==> src/rtl/dcv_map.svh <==
// Register offsets, field positions, reset values and limits of the channel view
`ifndef DCV_MAP_SVH
`define DCV_MAP_SVH

`define DCV_NUM_CH 6
`define DCV_ADDR_W 12
`define DCV_OFF_CCR0 12'h408
`define DCV_OFF_LCA0 12'h40C
`define DCV_OFF_LCB0 12'h410
`define DCV_CH_STRIDE 12'h020
`define DCV_OFF_DBGSTATE 12'hD00
`define DCV_OFF_DBGCMD 12'hD04
`define DCV_OFF_DBGWORD0 12'hD08
`define DCV_OFF_DBGWORD1 12'hD0C
`define DCV_OFF_CFG0 12'hE00
`define DCV_OFF_CFG1 12'hE04
`define DCV_OFF_CFG2 12'hE08
`define DCV_OFF_CFG3 12'hE0C
`define DCV_OFF_CFG4 12'hE10
`define DCV_OFF_CFGD 12'hE14

`define DCV_CCR_AWCACHE3 27
`define DCV_CCR_AWCACHE10 26:25
`define DCV_CCR_AWPROT 24:22
`define DCV_CCR_DLEN 21:18
`define DCV_CCR_DSIZE 17:15
`define DCV_CCR_DINC 14
`define DCV_CCR_ARCACHE 13:11
`define DCV_CCR_ARPROT 10:8
`define DCV_CCR_SLEN 7:4
`define DCV_CCR_SSIZE 3:1
`define DCV_CCR_SINC 0
`define DCV_CCR_USED 28

`define DCV_CMD_EXEC 2'h0
`define DCV_INST0_B1 31:24
`define DCV_INST0_B0 23:16
`define DCV_INST0_CH 10:8
`define DCV_INST0_THR 0

`define DCV_CFG0_NIRQ 5'h02
`define DCV_CFG0_NPER 5'h07
`define DCV_CFG0_NCH 3'h5
`define DCV_CFG0_PERIPH 1'h1
`define DCV_CFG1_LINES 4'h5
`define DCV_CFG1_LEN 3'h7
`define DCV_CFG3_RST 32'h00000000
`define DCV_CFG4_RST 32'h00000006
`define DCV_CFGD_BUFL 10'h020
`define DCV_CFGD_RQ 4'h9
`define DCV_CFGD_RCAP 3'h4
`define DCV_CFGD_WQ 4'h7
`define DCV_CFGD_WCAP 3'h3

`endif

==> src/rtl/dcv_pkg.sv <==
// Types shared by the channel view modules
package dcv_pkg;
  typedef struct packed {
    logic thread;
    logic [2:0] chan;
    logic [47:0] bytes;
  } dcv_dbg_inst_t;
  typedef enum logic [1:0] {DBG_IDLE, DBG_QUEUED, DBG_EXEC} dcv_dbg_state_t;
endpackage

==> src/rtl/dcv_buf_if.sv <==
// Valid/ready carrier between the register block and its two-entry buffer
`timescale 1ns/100ps
interface dcv_buf_if;
  logic in_valid;
  logic in_ready;
  dcv_pkg::dcv_dbg_inst_t in_data;
  logic out_valid;
  logic out_ready;
  dcv_pkg::dcv_dbg_inst_t out_data;
  modport store (input in_valid, output in_ready, input in_data,
                 output out_valid, input out_ready, output out_data);
  modport user (output in_valid, input in_ready, output in_data,
                input out_valid, output out_ready, input out_data);
endinterface

==> src/rtl/dcv_chan_view.sv <==
// Channel control, loop counters, debug injection and build configuration
`timescale 1ns/100ps
`include "dcv_map.svh"
module dcv_chan_view (
  input wire logic core_clk_i,
  input wire logic reset_i,
  input wire logic psel_i,
  input wire logic penable_i,
  input wire logic pwrite_i,
  input wire logic [11:0] paddr_i,
  input wire logic [31:0] pwdata_i,
  output logic [31:0] prdata_o,
  output logic pready_o,
  output logic pslverr_o,
  input wire logic manager_nonsecure_at_reset_i,
  input wire logic start_from_counter_at_reset_i,
  input wire logic [31:0] boot_addr_i,
  input wire logic [31:0] boot_event_ns_i,
  input wire logic [31:0] boot_periph_ns_i,
  input wire logic ccr_wr_i,
  input wire logic [2:0] ccr_ch_i,
  input wire logic [31:0] ccr_data_i,
  input wire logic lc_wr_i,
  input wire logic lc_dec_i,
  input wire logic lc_sel_i,
  input wire logic [2:0] lc_ch_i,
  input wire logic [7:0] lc_data_i,
  input wire logic ld_req_i,
  input wire logic [2:0] ld_ch_i,
  input wire logic [31:0] ld_addr_i,
  output logic ld_ready_o,
  output logic [11:0] ld_bytes_o,
  input wire logic st_req_i,
  input wire logic [2:0] st_ch_i,
  input wire logic [31:0] st_addr_i,
  output logic st_ready_o,
  output logic [11:0] st_bytes_o,
  output logic arvalid_o,
  input wire logic arready_i,
  output logic [31:0] araddr_o,
  output logic [3:0] arlen_o,
  output logic [2:0] arsize_o,
  output logic [1:0] arburst_o,
  output logic [3:0] arcache_o,
  output logic [2:0] arprot_o,
  input wire logic rlast_done_i,
  output logic awvalid_o,
  input wire logic awready_i,
  output logic [31:0] awaddr_o,
  output logic [3:0] awlen_o,
  output logic [2:0] awsize_o,
  output logic [1:0] awburst_o,
  output logic [3:0] awcache_o,
  output logic [2:0] awprot_o,
  input wire logic bresp_done_i,
  output logic dbg_valid_o,
  input wire logic dbg_ready_i,
  output logic dbg_thread_o,
  output logic [2:0] dbg_chan_o,
  output logic [47:0] dbg_bytes_o,
  input wire logic dbg_done_i
);
  localparam int NCH = `DCV_NUM_CH;

  logic [31:0] ccr_ff [NCH];
  logic [7:0] lca_ff [NCH];
  logic [7:0] lcb_ff [NCH];

  // Storage per channel; engine loads control and loop counters
  genvar g;
  generate
    for (g = 0; g < NCH; g++) begin : g_ch
      always_ff @(posedge core_clk_i or posedge reset_i) begin
        if (reset_i) begin
          ccr_ff[g] <= 32'h00000000;
          lca_ff[g] <= 8'h00;
          lcb_ff[g] <= 8'h00;
        end else begin
          if (ccr_wr_i && ccr_ch_i == 3'(g)) begin
            ccr_ff[g] <= {4'h0, ccr_data_i[`DCV_CCR_USED-1:0]};
          end
          if (lc_ch_i == 3'(g)) begin
            if (lc_wr_i && !lc_sel_i) lca_ff[g] <= lc_data_i;
            else if (lc_dec_i && !lc_sel_i) lca_ff[g] <= lca_ff[g] - 8'h01;
            if (lc_wr_i && lc_sel_i) lcb_ff[g] <= lc_data_i;
            else if (lc_dec_i && lc_sel_i) lcb_ff[g] <= lcb_ff[g] - 8'h01;
          end
        end
      end
    end
  endgenerate

  // Straps cross in through two flops before being captured
  localparam int SW = 98;
  logic [SW-1:0] strap_s1_ff;
  logic [SW-1:0] strap_s2_ff;
  logic [1:0] cap_cnt_ff;
  logic mgr_ns_ff;
  logic pc_boot_ff;
  logic [31:0] boot_addr_ff;
  logic [31:0] event_ns_ff;
  logic [31:0] periph_ns_ff;

  always_ff @(posedge core_clk_i or posedge reset_i) begin
    if (reset_i) begin
      strap_s1_ff <= '0;
      strap_s2_ff <= '0;
    end else begin
      strap_s1_ff <= {manager_nonsecure_at_reset_i, start_from_counter_at_reset_i,
                      boot_addr_i, boot_event_ns_i, boot_periph_ns_i};
      strap_s2_ff <= strap_s1_ff;
    end
  end

  // Capture once the synchroniser holds post-release levels
  always_ff @(posedge core_clk_i or posedge reset_i) begin
    if (reset_i) begin
      cap_cnt_ff <= 2'h0;
      mgr_ns_ff <= 1'b0;
      pc_boot_ff <= 1'b0;
      boot_addr_ff <= 32'h00000000;
      event_ns_ff <= `DCV_CFG3_RST;
      periph_ns_ff <= `DCV_CFG4_RST;
    end else if (cap_cnt_ff != 2'h3) begin
      cap_cnt_ff <= cap_cnt_ff + 2'h1;
      if (cap_cnt_ff == 2'h2) begin
        mgr_ns_ff <= strap_s2_ff[97];
        pc_boot_ff <= strap_s2_ff[96];
        boot_addr_ff <= strap_s2_ff[95:64];
        event_ns_ff <= strap_s2_ff[63:32];
        periph_ns_ff <= strap_s2_ff[31:0];
      end
    end
  end

  // Debug injection
  dcv_pkg::dcv_dbg_state_t dbg_st_ff;
  logic [31:0] inst0_ff;
  logic [31:0] inst1_ff;
  logic wr_acc;
  logic cmd_go;
  dcv_buf_if dbuf ();

  assign pready_o = 1'b1;
  assign wr_acc = psel_i && penable_i && pwrite_i;
  // Reserved codes and commands while busy are dropped
  assign cmd_go = wr_acc && paddr_i == `DCV_OFF_DBGCMD && dbg_st_ff == dcv_pkg::DBG_IDLE
                  && pwdata_i[1:0] == `DCV_CMD_EXEC;

  always_ff @(posedge core_clk_i or posedge reset_i) begin
    if (reset_i) begin
      inst0_ff <= 32'h00000000;
      inst1_ff <= 32'h00000000;
    end else if (wr_acc) begin
      if (paddr_i == `DCV_OFF_DBGWORD0) inst0_ff <= pwdata_i;
      if (paddr_i == `DCV_OFF_DBGWORD1) inst1_ff <= pwdata_i;
    end
  end

  assign dbuf.in_valid = cmd_go;
  assign dbuf.in_data.thread = inst0_ff[`DCV_INST0_THR];
  assign dbuf.in_data.chan = inst0_ff[`DCV_INST0_CH];
  assign dbuf.in_data.bytes = {inst1_ff, inst0_ff[`DCV_INST0_B1],
                               inst0_ff[`DCV_INST0_B0]};
  assign dbuf.out_ready = dbg_ready_i;
  assign dbg_valid_o = dbuf.out_valid;
  assign dbg_thread_o = dbuf.out_data.thread;
  assign dbg_chan_o = dbuf.out_data.chan;
  assign dbg_bytes_o = dbuf.out_data.bytes;

  dcv_two_buf u_buf (
    .core_clk_i(core_clk_i),
    .reset_i(reset_i),
    .bus(dbuf.store)
  );

  // Busy covers queued time so a second command cannot overrun the buffer
  always_ff @(posedge core_clk_i or posedge reset_i) begin
    if (reset_i) begin
      dbg_st_ff <= dcv_pkg::DBG_IDLE;
    end else begin
      case (dbg_st_ff)
        dcv_pkg::DBG_IDLE: if (cmd_go && dbuf.in_ready) dbg_st_ff <= dcv_pkg::DBG_QUEUED;
        dcv_pkg::DBG_QUEUED: begin
          if (dbuf.out_valid && dbg_ready_i) dbg_st_ff <= dcv_pkg::DBG_EXEC;
        end
        dcv_pkg::DBG_EXEC: if (dbg_done_i) dbg_st_ff <= dcv_pkg::DBG_IDLE;
        default: dbg_st_ff <= dcv_pkg::DBG_IDLE;
      endcase
    end
  end

  // Read and write address issue
  logic [31:0] ld_ccr;
  logic [31:0] st_ccr;
  logic [2:0] rd_out_ff;
  logic [2:0] wr_out_ff;
  logic rd_room;
  logic wr_room;
  logic ar_take;
  logic aw_take;

  assign ld_ccr = (ld_ch_i < 3'(NCH)) ? ccr_ff[ld_ch_i] : 32'h00000000;
  assign st_ccr = (st_ch_i < 3'(NCH)) ? ccr_ff[st_ch_i] : 32'h00000000;
  assign rd_room = (rd_out_ff <= `DCV_CFGD_RCAP);
  assign wr_room = (wr_out_ff <= `DCV_CFGD_WCAP);
  assign ld_ready_o = !arvalid_o && rd_room;
  assign st_ready_o = !awvalid_o && wr_room;
  assign ar_take = ld_req_i && ld_ready_o;
  assign aw_take = st_req_i && st_ready_o;

  always_ff @(posedge core_clk_i or posedge reset_i) begin
    if (reset_i) begin
      arvalid_o <= 1'b0;
      araddr_o <= 32'h00000000;
      arlen_o <= 4'h0;
      arsize_o <= 3'h0;
      arburst_o <= 2'h0;
      arcache_o <= 4'h0;
      arprot_o <= 3'h0;
      ld_bytes_o <= 12'h000;
    end else if (ar_take) begin
      arvalid_o <= 1'b1;
      araddr_o <= ld_addr_i;
      arlen_o <= ld_ccr[`DCV_CCR_SLEN];
      arsize_o <= ld_ccr[`DCV_CCR_SSIZE];
      arburst_o <= {1'b0, ld_ccr[`DCV_CCR_SINC]};
      arcache_o <= {1'b0, ld_ccr[`DCV_CCR_ARCACHE]};
      arprot_o <= ld_ccr[`DCV_CCR_ARPROT];
      ld_bytes_o <= 12'({8'h00, ld_ccr[`DCV_CCR_SLEN]} + 12'h001)
                    << ld_ccr[`DCV_CCR_SSIZE];
    end else if (arready_i) begin
      arvalid_o <= 1'b0;
    end
  end

  always_ff @(posedge core_clk_i or posedge reset_i) begin
    if (reset_i) begin
      awvalid_o <= 1'b0;
      awaddr_o <= 32'h00000000;
      awlen_o <= 4'h0;
      awsize_o <= 3'h0;
      awburst_o <= 2'h0;
      awcache_o <= 4'h0;
      awprot_o <= 3'h0;
      st_bytes_o <= 12'h000;
    end else if (aw_take) begin
      awvalid_o <= 1'b1;
      awaddr_o <= st_addr_i;
      awlen_o <= st_ccr[`DCV_CCR_DLEN];
      awsize_o <= st_ccr[`DCV_CCR_DSIZE];
      awburst_o <= {1'b0, st_ccr[`DCV_CCR_DINC]};
      awcache_o <= {st_ccr[`DCV_CCR_AWCACHE3], 1'b0,
                    st_ccr[`DCV_CCR_AWCACHE10]};
      awprot_o <= st_ccr[`DCV_CCR_AWPROT];
      st_bytes_o <= 12'({8'h00, st_ccr[`DCV_CCR_DLEN]} + 12'h001)
                    << st_ccr[`DCV_CCR_DSIZE];
    end else if (awready_i) begin
      awvalid_o <= 1'b0;
    end
  end

  // Outstanding counts rise on address issue, fall on completion
  always_ff @(posedge core_clk_i or posedge reset_i) begin
    if (reset_i) begin
      rd_out_ff <= 3'h0;
      wr_out_ff <= 3'h0;
    end else begin
      if (ar_take && !rlast_done_i) rd_out_ff <= rd_out_ff + 3'h1;
      else if (!ar_take && rlast_done_i && rd_out_ff != 3'h0) rd_out_ff <= rd_out_ff - 3'h1;
      if (aw_take && !bresp_done_i) wr_out_ff <= wr_out_ff + 3'h1;
      else if (!aw_take && bresp_done_i && wr_out_ff != 3'h0) wr_out_ff <= wr_out_ff - 3'h1;
    end
  end

  // Register read path, sampled in setup so data is ready in access
  logic [31:0] nxt_rdata;
  logic nxt_err;
  logic [11:0] ch_off;
  logic [2:0] ch_idx;

  assign ch_off = paddr_i - `DCV_OFF_CCR0;
  assign ch_idx = ch_off[7:5];

  always_comb begin
    nxt_rdata = 32'h00000000;
    nxt_err = 1'b0;
    if (paddr_i >= `DCV_OFF_CCR0 && ch_off < 12'(NCH) * `DCV_CH_STRIDE
        && ch_off[4:0] <= 5'h08 && ch_off[1:0] == 2'h0) begin
      case (ch_off[4:0])
        5'h00: nxt_rdata = ccr_ff[ch_idx];
        5'h04: nxt_rdata = {24'h000000, lca_ff[ch_idx]};
        5'h08: nxt_rdata = {24'h000000, lcb_ff[ch_idx]};
        default: nxt_err = 1'b1;
      endcase
      nxt_err = nxt_err || pwrite_i;
    end else begin
      case (paddr_i)
        `DCV_OFF_DBGSTATE: nxt_rdata = {31'h0, dbg_st_ff != dcv_pkg::DBG_IDLE};
        `DCV_OFF_DBGCMD, `DCV_OFF_DBGWORD0, `DCV_OFF_DBGWORD1: nxt_rdata = 32'h00000000;
        `DCV_OFF_CFG0: nxt_rdata = {10'h000, `DCV_CFG0_NIRQ, `DCV_CFG0_NPER, 5'h00,
                                    `DCV_CFG0_NCH, 1'b0, mgr_ns_ff, pc_boot_ff,
                                    `DCV_CFG0_PERIPH};
        `DCV_OFF_CFG1: nxt_rdata = {24'h000000, `DCV_CFG1_LINES, 1'b0,
                                    `DCV_CFG1_LEN};
        `DCV_OFF_CFG2: nxt_rdata = boot_addr_ff;
        `DCV_OFF_CFG3: nxt_rdata = event_ns_ff;
        `DCV_OFF_CFG4: nxt_rdata = periph_ns_ff;
        `DCV_OFF_CFGD: nxt_rdata = {2'h0, `DCV_CFGD_BUFL, `DCV_CFGD_RQ, 1'b0,
                                    `DCV_CFGD_RCAP, `DCV_CFGD_WQ, 1'b0,
                                    `DCV_CFGD_WCAP, 4'h0};
        default: nxt_err = 1'b1;
      endcase
    end
  end

  always_ff @(posedge core_clk_i or posedge reset_i) begin
    if (reset_i) begin
      prdata_o <= 32'h00000000;
      pslverr_o <= 1'b0;
    end else if (psel_i && !penable_i) begin
      prdata_o <= pwrite_i ? 32'h00000000 : nxt_rdata;
      pslverr_o <= nxt_err;
    end
  end
endmodule

==> src/rtl/dcv_two_buf.sv <==
// Two-entry buffer for injected debug instructions
`timescale 1ns/100ps
module dcv_two_buf (
  input wire logic core_clk_i,
  input wire logic reset_i,
  dcv_buf_if.store bus
);
  dcv_pkg::dcv_dbg_inst_t mem_ff [2];
  logic wr_ptr_ff;
  logic rd_ptr_ff;
  logic [1:0] cnt_ff;
  logic push;
  logic pop;

  assign bus.in_ready = (cnt_ff != 2'h2);
  assign bus.out_valid = (cnt_ff != 2'h0);
  assign bus.out_data = mem_ff[rd_ptr_ff];
  assign push = bus.in_valid && bus.in_ready;
  assign pop = bus.out_valid && bus.out_ready;

  always_ff @(posedge core_clk_i or posedge reset_i) begin
    if (reset_i) begin
      mem_ff[0] <= '0;
      mem_ff[1] <= '0;
    end else if (push) begin
      mem_ff[wr_ptr_ff] <= bus.in_data;
    end
  end

  always_ff @(posedge core_clk_i or posedge reset_i) begin
    if (reset_i) begin
      wr_ptr_ff <= 1'b0;
      rd_ptr_ff <= 1'b0;
      cnt_ff <= 2'h0;
    end else begin
      if (push) wr_ptr_ff <= ~wr_ptr_ff;
      if (pop) rd_ptr_ff <= ~rd_ptr_ff;
      if (push && !pop) cnt_ff <= cnt_ff + 2'h1;
      else if (pop && !push) cnt_ff <= cnt_ff - 2'h1;
    end
  end
endmodule

==> config.mk <==
export PLATFORM = sky130hd
export DESIGN_NAME = dcv_chan_view
export DESIGN_NICKNAME = d
export VERILOG_FILES = /design/src/rtl/dcv_pkg.sv /design/src/rtl/dcv_buf_if.sv /design/src/rtl/dcv_chan_view.sv /design/src/rtl/dcv_two_buf.sv
export VERILOG_INCLUDE_DIRS = /design/src /design/src/rtl
export SDC_FILE = /design/constraint.sdc
export NUM_CORES = 2
export LEC_CHECK = 0
export ABC_AREA = 1
export BUFFER_PORTS_ARGS = -buffer_cell sky130_fd_sc_hd__buf_2
export CAP_MARGIN = 20
export CELL_PAD_IN_SITES_DETAIL_PLACEMENT = 0
export CELL_PAD_IN_SITES_GLOBAL_PLACEMENT = 1
export CORE_ASPECT_RATIO = 0.9
export CORE_UTILIZATION = 34
export DETAILED_ROUTE_END_ITERATION = 10
export PLACE_DENSITY_LB_ADDON = 0.1
export REMOVE_ABC_BUFFERS = 1
export SYNTH_ARGS = -nofsm -noshare
export SYNTH_HDL_FRONTEND = slang
export SYNTH_SLANG_ARGS = --single-unit
==> constraint.sdc <==
create_clock -name core_clk_i -period 57.5 [get_ports core_clk_i]
set_input_delay 0 -clock core_clk_i [delete_from_list [all_inputs] [get_ports core_clk_i]]
set_output_delay 0 -clock core_clk_i [all_outputs]
set_load 0.005 [all_outputs]
==> flow_summary.toml <==
[place]
place_congestion = 0.800
io_buffer_count = 476
preCtsSetupSlack_ns = 53.42
dp_hpwl_mm = 78.4

[pwr]
p_leak_nw = 24.4
peakVddDrop_v = 0.0000248
p_per_area_nw_per_um2 = 36.4
clkPwrFrac_pct = 35.6
power.share.combinational_pct = 21.4
pwr-share-seq_pct = 43.0
internal_power_mw = 1.25
power.total_mw = 1.81
p_switching_uw = 559
switching_share_pct = 30.9

[routing]
drt_iter0_markers = 2413
vias_per_cell = 4.74
drt-total-wl_mm = 124
first_pass_iters = 5
ant_nets = 0
post-route-drc-count = 0
via_count = 32700
wl_per_cell_um = 18.0

[synth]
yosysUniqueCellTypes = 51
synth_area_leaders = "dfrtp_1 57%, nand2_1 14%, o21ai_0 8.5%"
syn_inst = 4545
synth_edf_count = 0
ys_warn_count = 0
yosysSeqAreaShare_pct = 57.1
synth_ff_type = "dfrtp_1"
synth.cell_area_um2 = 38600
yosys.area.top_type = "dfrtp_1"
synth_top_area_share_pct = 56.9
syn_avg_cell_area_um2 = 8.48
ys_seq_elements = 879
async_flop_share_pct = 100

[flow_run]
max-cap-violations = 0

[clocking]
post-cts-setup-buffers = 0
ctsResizeCount = 0
clk_latency_ns = 0.69
cts_sinks = 879
path_clk_slew_ns = 0.06
cts_inserted_buffers = 99
cts_buffer_depth = 3
tritoncts = "done"
ctsHtreeMaxLevel = 3
cts-root-buf = "clkbuf_16"
hold_buffers = 404

[global_route]
grt_max_degree = 182
grtUsageTotal_pct = 21.5
grt_pass1_wl_mm = 191
antenna_found_initial = 10
first_global_vias = 32000
grt_overflow_total = 0

[layout]
area_growth_pct = 28.8
layout_common_cells = "1399 x nand2_1, 876 x dfrtp_1, 653 x o21ai_0, 476 x buf_2, 434 x inv_1"
utilization_pct = 44.5
num-nets-final = 5645
fillerInstances = 11300
drive_gt1_share_pct = 14.6
layout_commonest_cell = "nand2_1"

[timing]
rsz0062_at_grt = "no"
setup_viol = 0
fmax_ghz = 0.295
final.setup.worst_slack_ns = 54.11
tightest_slew_ns = 1.07
setup_tns_ns = 0
hold_viol = 0
fin_crit_sh_pct = 5.90
slew_viol_final = 0
whs_ns = 0.0476
post-route-min-period_ns = 3.39
worst_clock_skew_ns = 0.0250
relSlewSlack_pct = 28.9

[worst_setup_path]
start_kind = "input port"
cp.required_ns = 58.12
rr_worst_depth = 8
critPathKind = "input port to register"
cp-end-kind = "register"
path_max_fanout = 27
crit_arrival_ns = 4.01

[floorplanning]
io_pins = 486
die_w_um = 357
initial_core_util_pct = 34.5
rows = 116
core-area_um2 = 112000
die_h_um = 321
die_area_um2 = 115000

[min_path]
min_path_type = "input port to register"
min_path_cells = 5

[outcome]
status = "finished, final reports clean"
registers in the layout, indices dropped and copies added, names as in the netlist, 4 cells and up:
signal	count
lca_ff	48
awaddr_o	32
lcb_ff	48
event_ns_ff	32
boot_addr_ff	32
inst1_ff	32
periph_ns_ff	32
st_bytes_o	12
u_buf.mem_ff	104
awlen_o	4
arlen_o	4
ld_bytes_o	12
araddr_o	32
inst0_ff	20
prdata_o	32
strap_s1_ff	98
strap_s2_ff	98
ccr_ff	168
power by group through the flow:
stage                     sequential (mW)  clock [mW]  combinational, mW
final                               0.777       0.644              0.386
after global routing                0.790       0.689              0.442
after detailed placement            0.787           0              0.349
after CTS                           0.777       0.663              0.391
after global placement              0.786           0              0.347
after floorplan                     0.783           0              0.202
synth_stat cells (all sizes together) (2+ instances only):
library cell  number
a21boi             5
a21oi            151
a22o               2
a22oi              2
a31oi             50
buf               70
clkbuf           161
clkinv             2
conb               2
dfrtp            877
dfstp              2
fa                 2
ha                20
inv              445
mux2              38
mux2i              4
nand2           1415
nand3            173
nand3b             2
nand4             14
nor2             238
nor3              17
o211ai            50
o21a               3
o21ai            705
o221ai             7
o22a               6
o22ai             28
o311ai             2
o31ai              2
o32ai              3
or2               18
xnor2              5
xor2              20
layer usage:
layer	up-vias	global-route usage (%)	wire, µm
met5	-	0	118
met4	20	6.45	3540
met3	191	3.91	6700
met1	15500	30.0	57800
met2	752	34.0	55800
li1	16200	-	-
critical path, cell delays in order:
cell and delay [ns]:
buf_2 0.15, inv_2 0.12, ha_1 0.27, nand2_1 0.14
o21ai_0 0.20, nand2_2 0.54, nand2_1 0.40, nand2_1 0.60
nor2_2 0.88, o211ai_1 0.42, nand2_1 0.14, nand2_1 0.06
nand2_1 0.05
worst paths after layout:
kind | startpoint | end | slack (ns)
max | paddr_i[3] | prdata_o[19] | 54.11
min | ld_req_i | araddr_o[26] | 0.05
max reg2reg | wr_out_ff[2] | awaddr_o[24] | 54.51
min reg2reg | strap_s1_ff[40] | strap_s2_ff[40] | 0.34
max in group asynchronous | reset_i | inst1_ff[1] | 54.26
min in group asynchronous | reset_i | strap_s1_ff[71] | 0.53
through the flow:
stage,instances,cell area (µm²)
floorplan,4317,37600
global placement,6316,42300
detailed placement,6316,42300
CTS,6901,49600
global route,6903,49700
finish,6904,49700
layout make-up:
| cell class | instances | area, µm² | share of cell area, % |
|---|---|---|---|
| Antenna cell | 1 | 2.50 | 0.00504 |
| Clock buffer | 153 | 3000 | 6.04 |
| Clock inverter | 28 | 323 | 0.650 |
| Inverter | 447 | 1690 | 3.39 |
| Multi-Input combinational cell | 2991 | 14000 | 28.1 |
| Sequential cell | 879 | 22000 | 44.3 |
| Tap cell | 1475 | 1850 | 3.72 |
| Timing Repair Buffer | 930 | 6840 | 13.8 |
cells by family after synthesis:
family	share of synthesized area, %
DFF	57.1
other	0.0195
adders and majority gates	0.753
xor gates and xnor gates	0.587
AOI/OAI and AO/OA	14.2
muxes	1.21
buffers and inverters	6.98
and+or+nand+nor	19.2
Note: power is estimated with default switching activity, not from simulation.
